**config.mk**
```make
export PLATFORM = sky130hd
export DESIGN_NAME = clock_generator
export DESIGN_NICKNAME = d
export VERILOG_FILES = /design/src/pkg/clock_gen_pkg.sv /design/src/rtl/clock_generator.sv
export SDC_FILE = /design/constraint.sdc
export NUM_CORES = 1
export LEC_CHECK = 0
export BUFFER_PORTS_ARGS = -buffer_cell sky130_fd_sc_hd__buf_2
export CORE_MARGIN = 2
export CORE_UTILIZATION = 45
export CTS_BUF_LIST = sky130_fd_sc_hd__clkbuf_4 sky130_fd_sc_hd__clkbuf_8 sky130_fd_sc_hd__clkbuf_16
export CTS_CLUSTER_SIZE = 40
export DETAILED_ROUTE_END_ITERATION = 6
export HOLD_SLACK_MARGIN = 0.02
export SETUP_SLACK_MARGIN = 0.02
export SYNTH_ARGS = -nofsm -noshare
export SYNTH_HDL_FRONTEND = slang
export SYNTH_SLANG_ARGS = --single-unit
```
**constraint.sdc**
```tcl
create_clock -name clock -period 5.7 [get_ports clock]
set_clock_uncertainty 0.15 [all_clocks]
set_input_delay 0.285 -clock clock [delete_from_list [all_inputs] [get_ports clock]]
set_output_delay 0.285 -clock clock [all_outputs]
set_load 0.005 [all_outputs]
```
**src/pkg/clock_gen_pkg.sv**
```systemverilog
// constants and types for the clock generator configuration block
`default_nettype none
package clock_gen_pkg;
   // ==========================================
   // timing
   localparam int SYS_CLOCK_HZ = 40_000_000;
   localparam int SCM_TARGET_HZ = 8_000_000;
   localparam logic [7:0] SCM_PERIOD = 8'(SYS_CLOCK_HZ / SCM_TARGET_HZ);
   localparam int IRG_NOMINAL_HZ = 243_000;
   localparam int IRG_CYCLES = (SYS_CLOCK_HZ + IRG_NOMINAL_HZ / 2) / IRG_NOMINAL_HZ;
   localparam logic [7:0] TRIM_RESET = 8'h80;
   localparam int TRIM_SHIFT = 2;
   localparam logic [8:0] IRG_PERIOD_BASE = 9'(IRG_CYCLES - (TRIM_RESET >> TRIM_SHIFT));
   localparam logic [2:0] IRG_PRESCALE_LAST = 3'h6;
   localparam int LOSS_TIME_US = 100;
   localparam int LOSS_CYCLES = LOSS_TIME_US * (SYS_CLOCK_HZ / 1_000_000);
   localparam logic [11:0] LOSS_LAST = 12'(LOSS_CYCLES - 1);
   localparam int LOCK_TOL_SHIFT = 3;
   localparam logic [6:0] P_LOW_RANGE = 7'h40;
   localparam logic [6:0] P_HIGH_RANGE = 7'h01;
   localparam logic [6:0] P_INTERNAL = 7'h40;
   localparam logic [4:0] MULT_BASE = 5'h04;
   // ==========================================
   // register map
   localparam logic [2:0] OFS_CONTROL_ONE = 3'h0;
   localparam logic [2:0] OFS_CONTROL_TWO = 3'h1;
   localparam logic [2:0] OFS_STATUS_ONE = 3'h2;
   localparam logic [2:0] OFS_STATUS_TWO = 3'h3;
   localparam logic [2:0] OFS_TRIM = 3'h4;
   localparam logic [7:0] CONTROL_ONE_RESET = 8'h00;
   localparam logic [7:0] CONTROL_ONE_MASK = 8'hfe;
   localparam logic [7:0] CONTROL_TWO_RESET = 8'h00;
   localparam int GAIN_BIT = 7;
   localparam int RANGE_BIT = 6;
   localparam int REF_SEL_BIT = 5;
   localparam int MODE_HI = 4;
   localparam int MODE_LO = 3;
   localparam int STOP_KEEP_BIT = 2;
   localparam int LOSS_DET_DIS_BIT = 1;
   localparam int LOCK_RST_BIT = 7;
   localparam int MULT_HI = 6;
   localparam int MULT_LO = 4;
   localparam int CLOCK_RST_BIT = 3;
   localparam int DIV_HI = 2;
   localparam int DIV_LO = 0;
   localparam int IRQ_FLAG_BIT = 0;
   localparam logic [1:0] MODE_SCM = 2'h0;
   localparam logic [1:0] MODE_FEI = 2'h1;
   localparam logic [1:0] MODE_FBE = 2'h2;
   localparam logic [1:0] MODE_FEE = 2'h3;
   // ==========================================
   // types
   typedef enum logic [1:0] {loop_open, loop_acquire, loop_locked} loop_state_t;
   typedef struct packed {
      logic [2:0] addr;
      logic [7:0] wdata;
      logic write;
      logic read;
   } bus_req_t;
   typedef struct packed {
      logic enable;
      logic high_gain;
      logic high_range;
   } osc_ctrl_t;
   function automatic logic [4:0] mult_decode(input logic [2:0] code);
      return MULT_BASE + 5'({code, 1'b0});
   endfunction
endpackage
`default_nettype wire

```
**src/rtl/clock_generator.sv**
```systemverilog
// clock generator: control registers, mode select, loop and loss detection
//
// Decided for this implementation: the placing of the registers and strobed register access.
`timescale 1ns/1ps
`default_nettype none
module clock_generator (
   input wire logic clock,
   input wire logic reset_n,
   input wire clock_gen_pkg::bus_req_t bus,
   output logic [7:0] read_data,
   input wire logic external_reference,
   input wire logic stop_mode,
   output clock_gen_pkg::osc_ctrl_t oscillator,
   output logic internal_reference_enable,
   output logic generator_output_tick,
   output logic bus_clock_tick,
   output logic interrupt_request,
   output logic reset_request
);
   // ==========================================
   // registers
   logic [7:0] clock_gen_control_one;
   logic [7:0] clock_gen_control_two;
   logic [7:0] internal_reference_trim;
   logic [7:0] clock_gen_status_one;
   logic [7:0] clock_gen_status_two;
   logic [7:0] next_read_data;
   logic [1:0] clock_mode_field;
   logic [2:0] multiplier_field;
   logic [2:0] output_divider_field;
   logic engaged;
   logic external_watch;
   logic irq_flag;
   logic lock_loss_flag;
   logic clock_loss_flag;
   logic oscillator_stable_flag;

   assign clock_mode_field = clock_gen_control_one[clock_gen_pkg::MODE_HI:clock_gen_pkg::MODE_LO];
   assign multiplier_field = clock_gen_control_two[clock_gen_pkg::MULT_HI:clock_gen_pkg::MULT_LO];
   assign output_divider_field = clock_gen_control_two[clock_gen_pkg::DIV_HI:clock_gen_pkg::DIV_LO];
   assign engaged = clock_mode_field == clock_gen_pkg::MODE_FEE ||
      clock_mode_field == clock_gen_pkg::MODE_FEI;
   // upper mode bit means external reference
   assign external_watch = clock_gen_control_one[clock_gen_pkg::MODE_HI];

   // reset values select self-clocked mode, R of one
   always_ff @(posedge clock or negedge reset_n) begin
      if (!reset_n) begin
         clock_gen_control_one <= clock_gen_pkg::CONTROL_ONE_RESET;
         clock_gen_control_two <= clock_gen_pkg::CONTROL_TWO_RESET;
         internal_reference_trim <= clock_gen_pkg::TRIM_RESET;
      end else if (bus.write) begin
         case (bus.addr)
            clock_gen_pkg::OFS_CONTROL_ONE: begin
               clock_gen_control_one <= bus.wdata & clock_gen_pkg::CONTROL_ONE_MASK;
            end
            clock_gen_pkg::OFS_CONTROL_TWO: begin
               clock_gen_control_two <= bus.wdata;
            end
            clock_gen_pkg::OFS_TRIM: begin
               internal_reference_trim <= bus.wdata;
            end
            default: begin
            end
         endcase
      end
   end

   // ==========================================
   // read path
   always_comb begin
      next_read_data = '0;
      if (bus.read) begin
         case (bus.addr)
            clock_gen_pkg::OFS_CONTROL_ONE: next_read_data = clock_gen_control_one;
            clock_gen_pkg::OFS_CONTROL_TWO: next_read_data = clock_gen_control_two;
            clock_gen_pkg::OFS_STATUS_ONE: next_read_data = clock_gen_status_one;
            clock_gen_pkg::OFS_STATUS_TWO: next_read_data = clock_gen_status_two;
            clock_gen_pkg::OFS_TRIM: next_read_data = internal_reference_trim;
            default: next_read_data = '0;
         endcase
      end
   end

   always_ff @(posedge clock or negedge reset_n) begin
      if (!reset_n) begin
         read_data <= '0;
      end else begin
         read_data <= next_read_data;
      end
   end

   // ==========================================
   // reference pin and internal reference
   logic ref_meta;
   logic ref_sync;
   logic ref_prev;
   logic ref_edge;

   always_ff @(posedge clock or negedge reset_n) begin
      if (!reset_n) begin
         ref_meta <= 1'b0;
         ref_sync <= 1'b0;
         ref_prev <= 1'b0;
      end else begin
         ref_meta <= external_reference;
         ref_sync <= ref_meta;
         ref_prev <= ref_sync;
      end
   end
   assign ref_edge = ref_sync && !ref_prev;

   logic [8:0] irg_period;
   logic [8:0] irg_count;
   logic [2:0] irg_prescale;
   logic irg_tick;
   logic fei_ref_tick;

   // trim spans about plus or minus 19 percent of nominal
   assign irg_period = clock_gen_pkg::IRG_PERIOD_BASE +
      9'(internal_reference_trim >> clock_gen_pkg::TRIM_SHIFT);
   assign irg_tick = internal_reference_enable && irg_count >= irg_period - 9'h001;
   // internal reference divided by seven feeds the loop
   assign fei_ref_tick = irg_tick && irg_prescale == clock_gen_pkg::IRG_PRESCALE_LAST;

   always_ff @(posedge clock or negedge reset_n) begin
      if (!reset_n) begin
         irg_count <= '0;
         irg_prescale <= '0;
      end else if (!internal_reference_enable) begin
         irg_count <= '0;
         irg_prescale <= '0;
      end else if (irg_tick) begin
         irg_count <= '0;
         irg_prescale <= fei_ref_tick ? 3'h0 : irg_prescale + 3'h1;
      end else begin
         irg_count <= irg_count + 9'h001;
      end
   end

   // ==========================================
   // controlled oscillator and frequency-locked loop
   logic [7:0] dco_period;
   logic [7:0] dco_count;
   logic dco_tick;
   logic loop_ref_tick;
   logic [6:0] loop_prescale;
   logic [11:0] loop_target;
   logic [11:0] window_count;
   logic [11:0] loop_error;
   logic within_lock;
   logic lock_loss_event;
   clock_gen_pkg::loop_state_t loop_state;

   assign dco_tick = dco_count >= dco_period - 8'h01;

   always_ff @(posedge clock or negedge reset_n) begin
      if (!reset_n) begin
         dco_count <= '0;
      end else if (dco_tick) begin
         dco_count <= '0;
      end else begin
         dco_count <= dco_count + 8'h01;
      end
   end

   always_comb begin
      if (clock_mode_field == clock_gen_pkg::MODE_FEI) begin
         loop_prescale = clock_gen_pkg::P_INTERNAL;
      end else if (clock_gen_control_one[clock_gen_pkg::RANGE_BIT]) begin
         loop_prescale = clock_gen_pkg::P_HIGH_RANGE;
      end else begin
         loop_prescale = clock_gen_pkg::P_LOW_RANGE;
      end
   end

   assign loop_target = 12'(loop_prescale * clock_gen_pkg::mult_decode(multiplier_field));
   assign loop_ref_tick = clock_mode_field == clock_gen_pkg::MODE_FEI ? fei_ref_tick :
      ref_edge;
   assign loop_error = window_count > loop_target ? window_count - loop_target :
      loop_target - window_count;
   assign within_lock = loop_error <= (loop_target >> clock_gen_pkg::LOCK_TOL_SHIFT);
   assign lock_loss_event = loop_state == clock_gen_pkg::loop_locked && loop_ref_tick &&
      !within_lock && engaged;

   // oscillator ticks per reference period are steered to P times N
   always_ff @(posedge clock or negedge reset_n) begin
      if (!reset_n) begin
         loop_state <= clock_gen_pkg::loop_open;
      end else if (!engaged) begin
         loop_state <= clock_gen_pkg::loop_open;
      end else if (loop_ref_tick) begin
         case (loop_state)
            clock_gen_pkg::loop_open: loop_state <= clock_gen_pkg::loop_acquire;
            clock_gen_pkg::loop_acquire: begin
               if (within_lock) begin
                  loop_state <= clock_gen_pkg::loop_locked;
               end
            end
            clock_gen_pkg::loop_locked: begin
               if (!within_lock) begin
                  loop_state <= clock_gen_pkg::loop_acquire;
               end
            end
            default: loop_state <= clock_gen_pkg::loop_open;
         endcase
      end
   end

   // first window after engaging is partial, so it only starts the count
   // a tick on the reference edge opens the new window, else windows lose one
   always_ff @(posedge clock or negedge reset_n) begin
      if (!reset_n) begin
         window_count <= '0;
      end else if (!engaged) begin
         window_count <= '0;
      end else if (loop_ref_tick) begin
         window_count <= dco_tick ? 12'h001 : 12'h000;
      end else if (dco_tick && window_count != '1) begin
         window_count <= window_count + 12'h001;
      end
   end

   // outside the loop the oscillator returns to its free-run rate
   always_ff @(posedge clock or negedge reset_n) begin
      if (!reset_n) begin
         dco_period <= clock_gen_pkg::SCM_PERIOD;
      end else if (!engaged) begin
         dco_period <= clock_gen_pkg::SCM_PERIOD;
      end else if (loop_ref_tick && loop_state != clock_gen_pkg::loop_open && !within_lock) begin
         if (window_count < loop_target && dco_period != 8'h01) begin
            dco_period <= dco_period - 8'h01;
         end else if (window_count > loop_target && dco_period != '1) begin
            dco_period <= dco_period + 8'h01;
         end
      end
   end

   // ==========================================
   // output divider and bus clock
   logic [6:0] div_count;
   logic [6:0] div_limit;
   logic source_tick;
   logic bus_phase;
   logic next_generator_tick;

   // R is a power of two from the divider field
   assign div_limit = 7'((8'h01 << output_divider_field) - 8'h01);
   // bypass mode divides the reference, others the oscillator
   assign source_tick = clock_mode_field == clock_gen_pkg::MODE_FBE ? ref_edge : dco_tick;
   assign next_generator_tick = source_tick && div_count >= div_limit;

   always_ff @(posedge clock or negedge reset_n) begin
      if (!reset_n) begin
         div_count <= '0;
      end else if (next_generator_tick) begin
         div_count <= '0;
      end else if (source_tick) begin
         div_count <= div_count + 7'h01;
      end
   end

   // bus runs at half the generator output
   always_ff @(posedge clock or negedge reset_n) begin
      if (!reset_n) begin
         generator_output_tick <= 1'b0;
         bus_clock_tick <= 1'b0;
         bus_phase <= 1'b0;
      end else begin
         generator_output_tick <= next_generator_tick;
         bus_clock_tick <= next_generator_tick && bus_phase;
         if (next_generator_tick) begin
            bus_phase <= !bus_phase;
         end
      end
   end

   // ==========================================
   // loss of reference clock
   logic [11:0] loss_count;
   logic ref_lost;
   logic clock_loss_event;

   assign clock_loss_event = external_watch && !ref_lost && !ref_edge &&
      !clock_gen_control_one[clock_gen_pkg::LOSS_DET_DIS_BIT] &&
      loss_count == clock_gen_pkg::LOSS_LAST;

   always_ff @(posedge clock or negedge reset_n) begin
      if (!reset_n) begin
         loss_count <= '0;
         ref_lost <= 1'b0;
      end else if (!external_watch || ref_edge) begin
         loss_count <= '0;
         ref_lost <= 1'b0;
      end else if (clock_loss_event) begin
         ref_lost <= 1'b1;
      end else if (loss_count != clock_gen_pkg::LOSS_LAST) begin
         loss_count <= loss_count + 12'h001;
      end
   end

   // ==========================================
   // status, interrupt and reset request
   logic clear_write;

   // only a one written to the flag bit has any effect
   assign clear_write = bus.write && bus.addr == clock_gen_pkg::OFS_STATUS_ONE &&
      bus.wdata[clock_gen_pkg::IRQ_FLAG_BIT];

   // lock loss raises the flag unless reset is chosen
   // clock loss likewise; a new event beats a same-cycle clear
   always_ff @(posedge clock or negedge reset_n) begin
      if (!reset_n) begin
         lock_loss_flag <= 1'b0;
         clock_loss_flag <= 1'b0;
         irq_flag <= 1'b0;
         reset_request <= 1'b0;
      end else begin
         reset_request <=
            (lock_loss_event && clock_gen_control_two[clock_gen_pkg::LOCK_RST_BIT]) ||
            (clock_loss_event && clock_gen_control_two[clock_gen_pkg::CLOCK_RST_BIT]);
         if (lock_loss_event && !clock_gen_control_two[clock_gen_pkg::LOCK_RST_BIT]) begin
            lock_loss_flag <= 1'b1;
         end else if (clear_write) begin
            lock_loss_flag <= 1'b0;
         end
         if (clock_loss_event && !clock_gen_control_two[clock_gen_pkg::CLOCK_RST_BIT]) begin
            clock_loss_flag <= 1'b1;
         end else if (clear_write) begin
            clock_loss_flag <= 1'b0;
         end
         if ((lock_loss_event && !clock_gen_control_two[clock_gen_pkg::LOCK_RST_BIT]) ||
            (clock_loss_event && !clock_gen_control_two[clock_gen_pkg::CLOCK_RST_BIT])) begin
            irq_flag <= 1'b1;
         end else if (clear_write) begin
            irq_flag <= 1'b0;
         end
      end
   end
   assign interrupt_request = irq_flag;

   // free-running modes count as stable at once
   assign oscillator_stable_flag = !engaged || loop_state == clock_gen_pkg::loop_locked;
   assign clock_gen_status_one = {clock_mode_field, 1'b0, !ref_lost,
      loop_state == clock_gen_pkg::loop_locked, lock_loss_flag, clock_loss_flag, irq_flag};
   assign clock_gen_status_two = {7'h00, oscillator_stable_flag};

   // ==========================================
   // oscillator pin controls
   // gain bit passed straight to the oscillator
   // crystal requested only in external modes
   // stop mode halts it unless stop-keep is set
   always_ff @(posedge clock or negedge reset_n) begin
      if (!reset_n) begin
         oscillator <= '0;
         internal_reference_enable <= 1'b0;
      end else begin
         oscillator.enable <= clock_gen_control_one[clock_gen_pkg::REF_SEL_BIT] &&
            external_watch &&
            (!stop_mode || clock_gen_control_one[clock_gen_pkg::STOP_KEEP_BIT]);
         oscillator.high_gain <= clock_gen_control_one[clock_gen_pkg::GAIN_BIT];
         oscillator.high_range <= clock_gen_control_one[clock_gen_pkg::RANGE_BIT];
         internal_reference_enable <= clock_mode_field == clock_gen_pkg::MODE_FEI;
      end
   end

   // ==========================================
   // checks
   a_reset_self_clocked: assert property (@(posedge clock) disable iff (!reset_n)
      $rose(reset_n) |-> clock_mode_field == clock_gen_pkg::MODE_SCM &&
      dco_period == clock_gen_pkg::SCM_PERIOD && output_divider_field == '0)
      else $error("not self-clocked after reset");
   a_bus_half_rate: assert property (@(posedge clock) disable iff (!reset_n)
      bus_clock_tick |-> generator_output_tick && !bus_phase)
      else $error("bus tick without generator tick");
   a_lock_on_target: assert property (@(posedge clock) disable iff (!reset_n)
      loop_state == clock_gen_pkg::loop_acquire && loop_ref_tick && engaged && within_lock
      |=> loop_state == clock_gen_pkg::loop_locked)
      else $error("loop did not lock on target");
   a_range_prescale: assert property (@(posedge clock) disable iff (!reset_n)
      clock_mode_field == clock_gen_pkg::MODE_FEE |-> loop_target ==
      12'((clock_gen_control_one[clock_gen_pkg::RANGE_BIT] ? 7'h01 : 7'h40) *
      clock_gen_pkg::mult_decode(multiplier_field)))
      else $error("wrong loop target for range");
   a_gain_follows: assert property (@(posedge clock) disable iff (!reset_n)
      !clock_gen_control_one[clock_gen_pkg::GAIN_BIT] |=> !oscillator.high_gain)
      else $error("oscillator not low power");
   a_osc_internal_off: assert property (@(posedge clock) disable iff (!reset_n)
      !external_watch |=> !oscillator.enable)
      else $error("oscillator requested in internal mode");
   a_bit0_zero: assert property (@(posedge clock) disable iff (!reset_n)
      bus.read && bus.addr == clock_gen_pkg::OFS_CONTROL_ONE |=> !read_data[0])
      else $error("control one bit 0 read as one");
   a_lock_loss_irq: assert property (@(posedge clock) disable iff (!reset_n)
      lock_loss_event && !clock_gen_control_two[clock_gen_pkg::LOCK_RST_BIT]
      |=> interrupt_request && !reset_request)
      else $error("lock loss did not interrupt");
   a_clock_loss_irq: assert property (@(posedge clock) disable iff (!reset_n)
      clock_loss_event && !clock_gen_control_two[clock_gen_pkg::CLOCK_RST_BIT]
      |=> interrupt_request && clock_loss_flag && !reset_request)
      else $error("clock loss did not interrupt");
   a_div_by_one: assert property (@(posedge clock) disable iff (!reset_n)
      output_divider_field == '0 && source_tick |=> generator_output_tick)
      else $error("divide by one skipped a tick");
endmodule
`default_nettype wire

```
==> flow_summary.ini, run 1 <==
[outcome]
status = completed

[synthesis]
synth_edf_count = 0
ys_warn_count = 0
synth_cells = 772
seq_area_frac_synth = 0.376
synth-compound-area-share = 0.142
ys_ff_latch = 107
avgSynthCellArea_um2 = 9.24
ys_types = 72
synth-xor-area-share = 0.0589
async_flop_share = 1.00
muxShareOfSynthArea = 0.0526
yosysTopAreaCell = dfrtp_1
synth_top_area_share = 0.365
synthesis.nets = 849
synth_area_leaders = dfrtp_1 (36%), ha_1 (10%), nor2_1 (3.9%)
synthAdderAreaFrac = 0.107
synth_ff_type = dfrtp_1
synth_top_family_by_area = simple AND/OR/NAND/NOR gates
synth-simple-area-share = 0.217
syn-cell-area_mm2 = 0.00713

[route]
drt_pass1_iterations = 5
drt-total-wl_um = 16100
dr.first_iter.drc_count = 361
drc = 0
vias = 5642
post_drt_wl_per_cell_um = 15.8
drtAntennaViolNets = 0
avgViaCountPerCell = 5.54

[final_layout]
area_delta_synth_final_pct = 8.75
n_antenna_cell = 0
drive_gt1_frac = 0.120
final_net_count = 874
fin_cells = 1018

[sta]
slew-limit-headroom = 0.218
fin_crit_ps = 5250
setup_viol_count_final = 0
worstMarginPinSlew_ps = 1160
hold_violations = 0
setup_tns_ps = 0
drv_slew = 0
fin_crit_sh = 0.922
finalWorstSetupSlack_ps = 447
clock.fmax_mhz = 190
whs_ps = 25.1
rsz0062_at_grt = false

[run]
maxCapViolCount = 0

[worst_setup_path]
cp_data_required_time_ps = 5800
cp-start-kind = flip-flop
cp_data_arrival_time_ps = 5360
critPathKind = reg2reg
crit_fanout = 10
worstSetupEndpointType = flip-flop

[die]
start_util = 0.454
row_count = 46
die_y_um = 130
core_mm2 = 0.0157
die_area_mm2 = 0.0169
ios = 33
die_w_um = 130

[placement]
port_buffers = 32
hpwl_um = 12400
gp_congestion = 0.934
pre_cts_ws_ps = 487
placed_cells = 999

[cts]
clock_latency_ps = 360
cts_buffers = 9
clockBufferDepth = 2
htree_num_levels = 3
root_buffer = clkbuf_16
cts_sinks = 107
tritoncts = yes
clkTransAtPathRegs_ps = 70

[global_route]
grt_first_pass_wirelength_um = 27500
grt_overflow = 0
antenna_found_initial = 0
track_usage = 0.204
grt_max_degree = 74
grt_pass1_vias = 5515

[hold_path]
hp-class = in2reg

[power_and_ir_drop]
p_per_area_mw_per_mm2 = 367
p_leak_nw = 3.55
p_total_mw = 2.85
peakVddDrop_mv = 0.228
-- logic make-up (layout without fill, tap and decap cells) --
kind of cell             count (synthesis)  after routing
AO/OA/AOI/OAI                          155            155
adder cells (fa/ha/maj)                 60             60
multiplexers                            35             35
buffers and inverters                   64             94
flip-flops                             107            107
XOR/XNOR                                48             48
AND/OR/NAND/NOR                        303            303
-- layer usage --
| layer | global-route usage | up-vias | share of wire |
|---|---|---|---|
| met5 | 0 | - | 0 |
| met4 | 0.0670 | 0 | 0.022 |
| met3 | 0.0447 | 32 | 0.042 |
| met2 | 0.326 | 106 | 0.48 |
| met1 | 0.277 | 2732 | 0.46 |
| li1 | - | 2772 | - |
-- per-stage QoR --
step	cell area, µm²	utilization
2_1_floorplan	7130	-
3_5_place_dp	7420	0.472
4_1_cts	7760	0.494
5_1_grt	7760	0.494
3_3_place_gp	7420	0.472
6_report	7760	0.494
-- cells in the mapped netlist (all sizes together) (17+ instances only) --
master    n
a21oi    38
and3     18
dfrtp   104
ha       58
inv      37
mux2     20
nand2    61
nand2b   17
nand3    41
nor2     75
o21ai    45
xnor2    23
xor2     25
-- power by group --
group / total, mW / switching (mW) / internal [mW]
Sequential: 0.978 / 0.113 / 0.865
Clock: 0.654 / 0.297 / 0.357
Combinational: 1.22 / 0.708 / 0.509
-- area by class of cell --
cell class	count	area [µm²]
Clock buffer	10	239
Clock inverter	6	68.8
Fill cell	1459	7960
Inverter	37	139
Multi-Input combinational cell	601	4120
Sequential cell	107	2680
Tap cell	216	270
Timing Repair Buffer	41	238
-- critical path, stage by stage (launching register included) --
cell,delay [ps]
dfrtp_1,440
nand2b_1,220
nand2_1,140
nand2_1,150
inv_1,60
ha_1,450
or3b_4,450
a211o_1,270
and3_4,190
or2_0,340
nor3_1,220
a21oi_1,80
xnor2_1,160
ha_1,320
a21o_1,180
a21o_1,160
a21oi_1,160
nand2_1,90
a221oi_2,270
o22a_2,310
nor3_1,80
a22o_1,260
-- final timing paths --
check                                                      from                                   end  slack [ps]  cells after the start
min reg2reg                                  ref_meta$_DFF_PN0_                    ref_sync$_DFF_PN0_         200                      0
max                        clock_gen_control_one[4]$_DFFE_PN0P_               reset_request$_DFF_PN0_         450                     21
min in group asynchronous                               reset_n              bus_clock_tick$_DFF_PN0_         260                      2
max in group asynchronous                               reset_n           window_count[2]$_DFFE_PN0P_        3850                      3
max reg2reg                clock_gen_control_one[4]$_DFFE_PN0P_               reset_request$_DFF_PN0_         450                     21
min                                                      bus[4]  clock_gen_control_one[2]$_DFFE_PN0P_          30                      3
-- cells in the final DEF, fill, tap and decap left out, drive strengths merged, types with 23 or more instances in the layout --
cell   netlist  layout
nand2       61      61
ha          58      58
nor2        75      75
dfrtp      104     104
buf         12      38
xor2        25      25
a21oi       38      38
nand3       41      41
o21ai       45      45
inv         37      40
xnor2       23      23
-- registers in the layout (all words and copies together), names as in the netlist, 2 cells and up --
signal,flops
div_count,7
dco_period,8
internal_reference_trim,8
irg_count,9
oscillator,3
irg_prescale,3
window_count,12
loss_count,12
loop_state,2
dco_count,8
clock_gen_control_two,8
clock_gen_control_one,7
read_data,8
-- timing repair --
item                                   in CTS  in global routing
setup buffers                               0                  0
hold buffers                                3                  0
resized for setup                           0                  0
endpoints found under the hold margin      34                  0
(Power assumes the default switching activity.)
==> run 2: changes to the inputs <==
--- a/config.mk
+++ b/config.mk
@@ -5,6 +5,7 @@
 export SDC_FILE = /design/constraint.sdc
 export NUM_CORES = 1
 export LEC_CHECK = 0
+export ABC_CLOCK_PERIOD_IN_PS = 5700
 export BUFFER_PORTS_ARGS = -buffer_cell sky130_fd_sc_hd__buf_2
 export CORE_MARGIN = 2
 export CORE_UTILIZATION = 45
@@ -12,6 +13,7 @@
 export CTS_CLUSTER_SIZE = 40
 export DETAILED_ROUTE_END_ITERATION = 6
 export HOLD_SLACK_MARGIN = 0.02
+export REMOVE_ABC_BUFFERS = 1
 export SETUP_SLACK_MARGIN = 0.02
 export SYNTH_ARGS = -nofsm -noshare
 export SYNTH_HDL_FRONTEND = slang
==> flow_summary.ini, run 2 (same netlist as run 1, synthesis figures left out) <==
[worst_setup_path]
cp_data_required_time_ps = 5800
crit_fanout = 10
reg2reg_slack_ps = 460
r2r-start = clock_gen_control_one[4]$_DFFE_PN0P_
endpoint = reset_request$_DFF_PN0_
critPathLaunch = clock_gen_control_one[4]$_DFFE_PN0P_
critPathSlowestCell = ha_1
cp-start-kind = flip-flop
r2r_cells = 21
crit_path_frequent_cell = nand2_1
r2r-end = reset_request$_DFF_PN0_
worstSetupEndpointType = flip-flop
cp_data_arrival_time_ps = 5340
critPathKind = reg2reg
path_cells = nand2b_1 > nand2_1 > nand2_1 > inv_1 > ha_1 > or3b_4 > a211o_1 > and3_4 > or2_0 > nor3_1 > a21oi_1 > xnor2_1 > ha_1 > a21o_1 > a21o_1 > a21oi_1 > nand2_1 > a221oi_2 > o22a_2 > nor3_1 > a22o_1
slowest_delay_ps = 450

[sta]
worstMarginPinSlew_ps = 1190
finalWorstSetupSlack_ps = 458
setup_tns_ps = 0
fin_crit_ps = 5240
fin_crit_sh = 0.920
clock.fmax_mhz = 191
setup_viol_count_final = 0
drv_slew = 0
slew-limit-headroom = 0.204
hold_violations = 0
rsz0062_at_grt = false

[final_layout]
final_net_count = 873
fin_area_mm2 = 0.00777
drive_gt1_frac = 0.119
final_common_cell = dfrtp_1
reg.largest.list = loss_count x12, window_count x12, irg_count x9
n_antenna_cell = 0
fin_util = 0.495
layout_common_cells = dfrtp_1 (104), nor2_1 (74), nand2_1 (61), ha_1 (58), o21ai_0 (43)
area_delta_synth_final_pct = 8.96

[route]
drc = 0
post_drt_wl_per_cell_um = 16.0
drt-total-wl_um = 16200
dr.first_iter.drc_count = 342
drt_pass1_iterations = 5
avgViaCountPerCell = 5.57
vias = 5665
drtAntennaViolNets = 0

[global_route]
grt_first_pass_wirelength_um = 27600
track_usage = 0.206
grt_overflow = 0
grt_pass1_vias = 5514
grt_max_degree = 69
antenna_found_initial = 0

[outcome]
status = completed

[power_and_ir_drop]
p_leak_nw = 3.56
p_per_area_mw_per_mm2 = 373
peakVddDrop_mv = 0.232
p_total_mw = 2.90

[die]
die_area_mm2 = 0.0169
start_util = 0.454
core_mm2 = 0.0157
ios = 33
die_w_um = 130
row_count = 46
die_y_um = 130

[cts]
clockBufferDepth = 2
clock_latency_ps = 360
htree_num_levels = 3
cts_buffers = 9
cts_sinks = 107
clkTransAtPathRegs_ps = 80
root_buffer = clkbuf_16
tritoncts = yes

[placement]
pre_cts_ws_ps = 533
port_buffers = 32
dpl_cell_area_mm2 = 0.00741
gp_congestion = 0.885
hpwl_um = 12300

[hold_path]
hp-class = in2reg

[run]
maxCapViolCount = 0
-- run 2: cell types whose count changed in the layout (fill, tap and decap cells not counted) --
cell	previous run	this run
buf_4	7	6
bufinv_16	1	2
clkbuf_8	1	0
clkinv_2	1	0
inv_8	0	1
-- run 2: cell type report --
| class | instances | area, µm² |
|---|---|---|
| well taps | 216 | 270 |
| flip-flops and latches | 107 | 2680 |
| clock inverters | 7 | 105 |
| multi-input cells | 601 | 4120 |
| clock buffers | 9 | 225 |
| repair buffers | 40 | 230 |
| fillers | 1495 | 7940 |
| inverters | 37 | 139 |
-- run 2: worst min path at each step --
stage / startpoint / slack (ps) / cells after the start / to
4_1_cts: bus[4] / 20 / 3 / clock_gen_control_one[2]$_DFFE_PN0P_
3_5_place_dp: reset_n / 130 / 1 / div_count[5]$_DFFE_PN0P_
6_report: bus[4] / 30 / 3 / clock_gen_control_one[2]$_DFFE_PN0P_
3_3_place_gp: reset_n / 130 / 1 / div_count[5]$_DFFE_PN0P_
5_1_grt: bus[3] / 40 / 2 / internal_reference_trim[1]$_DFFE_PN0P_
2_1_floorplan: reset_n / -160 / 0 / bus_clock_tick$_DFF_PN0_
-- run 2: critical path: cells and delay by family (launching register included) --
family | cells | cell delay, ps
buffers and inverters | 1 | 50
and+or+nand+nor | 9 | 1890
DFF | 1 | 430
adders and majority gates | 2 | 780
AOI/OAI and AO/OA | 8 | 1670
xor gates and xnor gates | 1 | 160
-- run 2: layer usage --
layer  GRT usage  routed length [µm]
met5           0                   0
met1       0.281                7590
met4      0.0670                 247
met3      0.0283                 530
met2       0.339                7880
-- run 2: metrics by stage --
stage                     cells  hold slack [ps]
final                      1017             30.1
after global routing       1017             42.8
after CTS                  1017             22.2
after detailed placement    998              135
after global placement      998              132
after floorplan             745             -161
-- run 2: where the power goes --
part / internal, mW / switching, mW
combinational: 0.510 / 0.711
clock: 0.393 / 0.306
sequential: 0.865 / 0.113
total: 1.77 / 1.13
-- run 2: what timing repair did --
action                                  in CTS  in global routing
resized for setup                            0                  0
hold buffers                                 3                  0
hold endpoints to repair                    40                  0
endpoints found under the setup margin       0                  0
buffers inserted                             0                  0
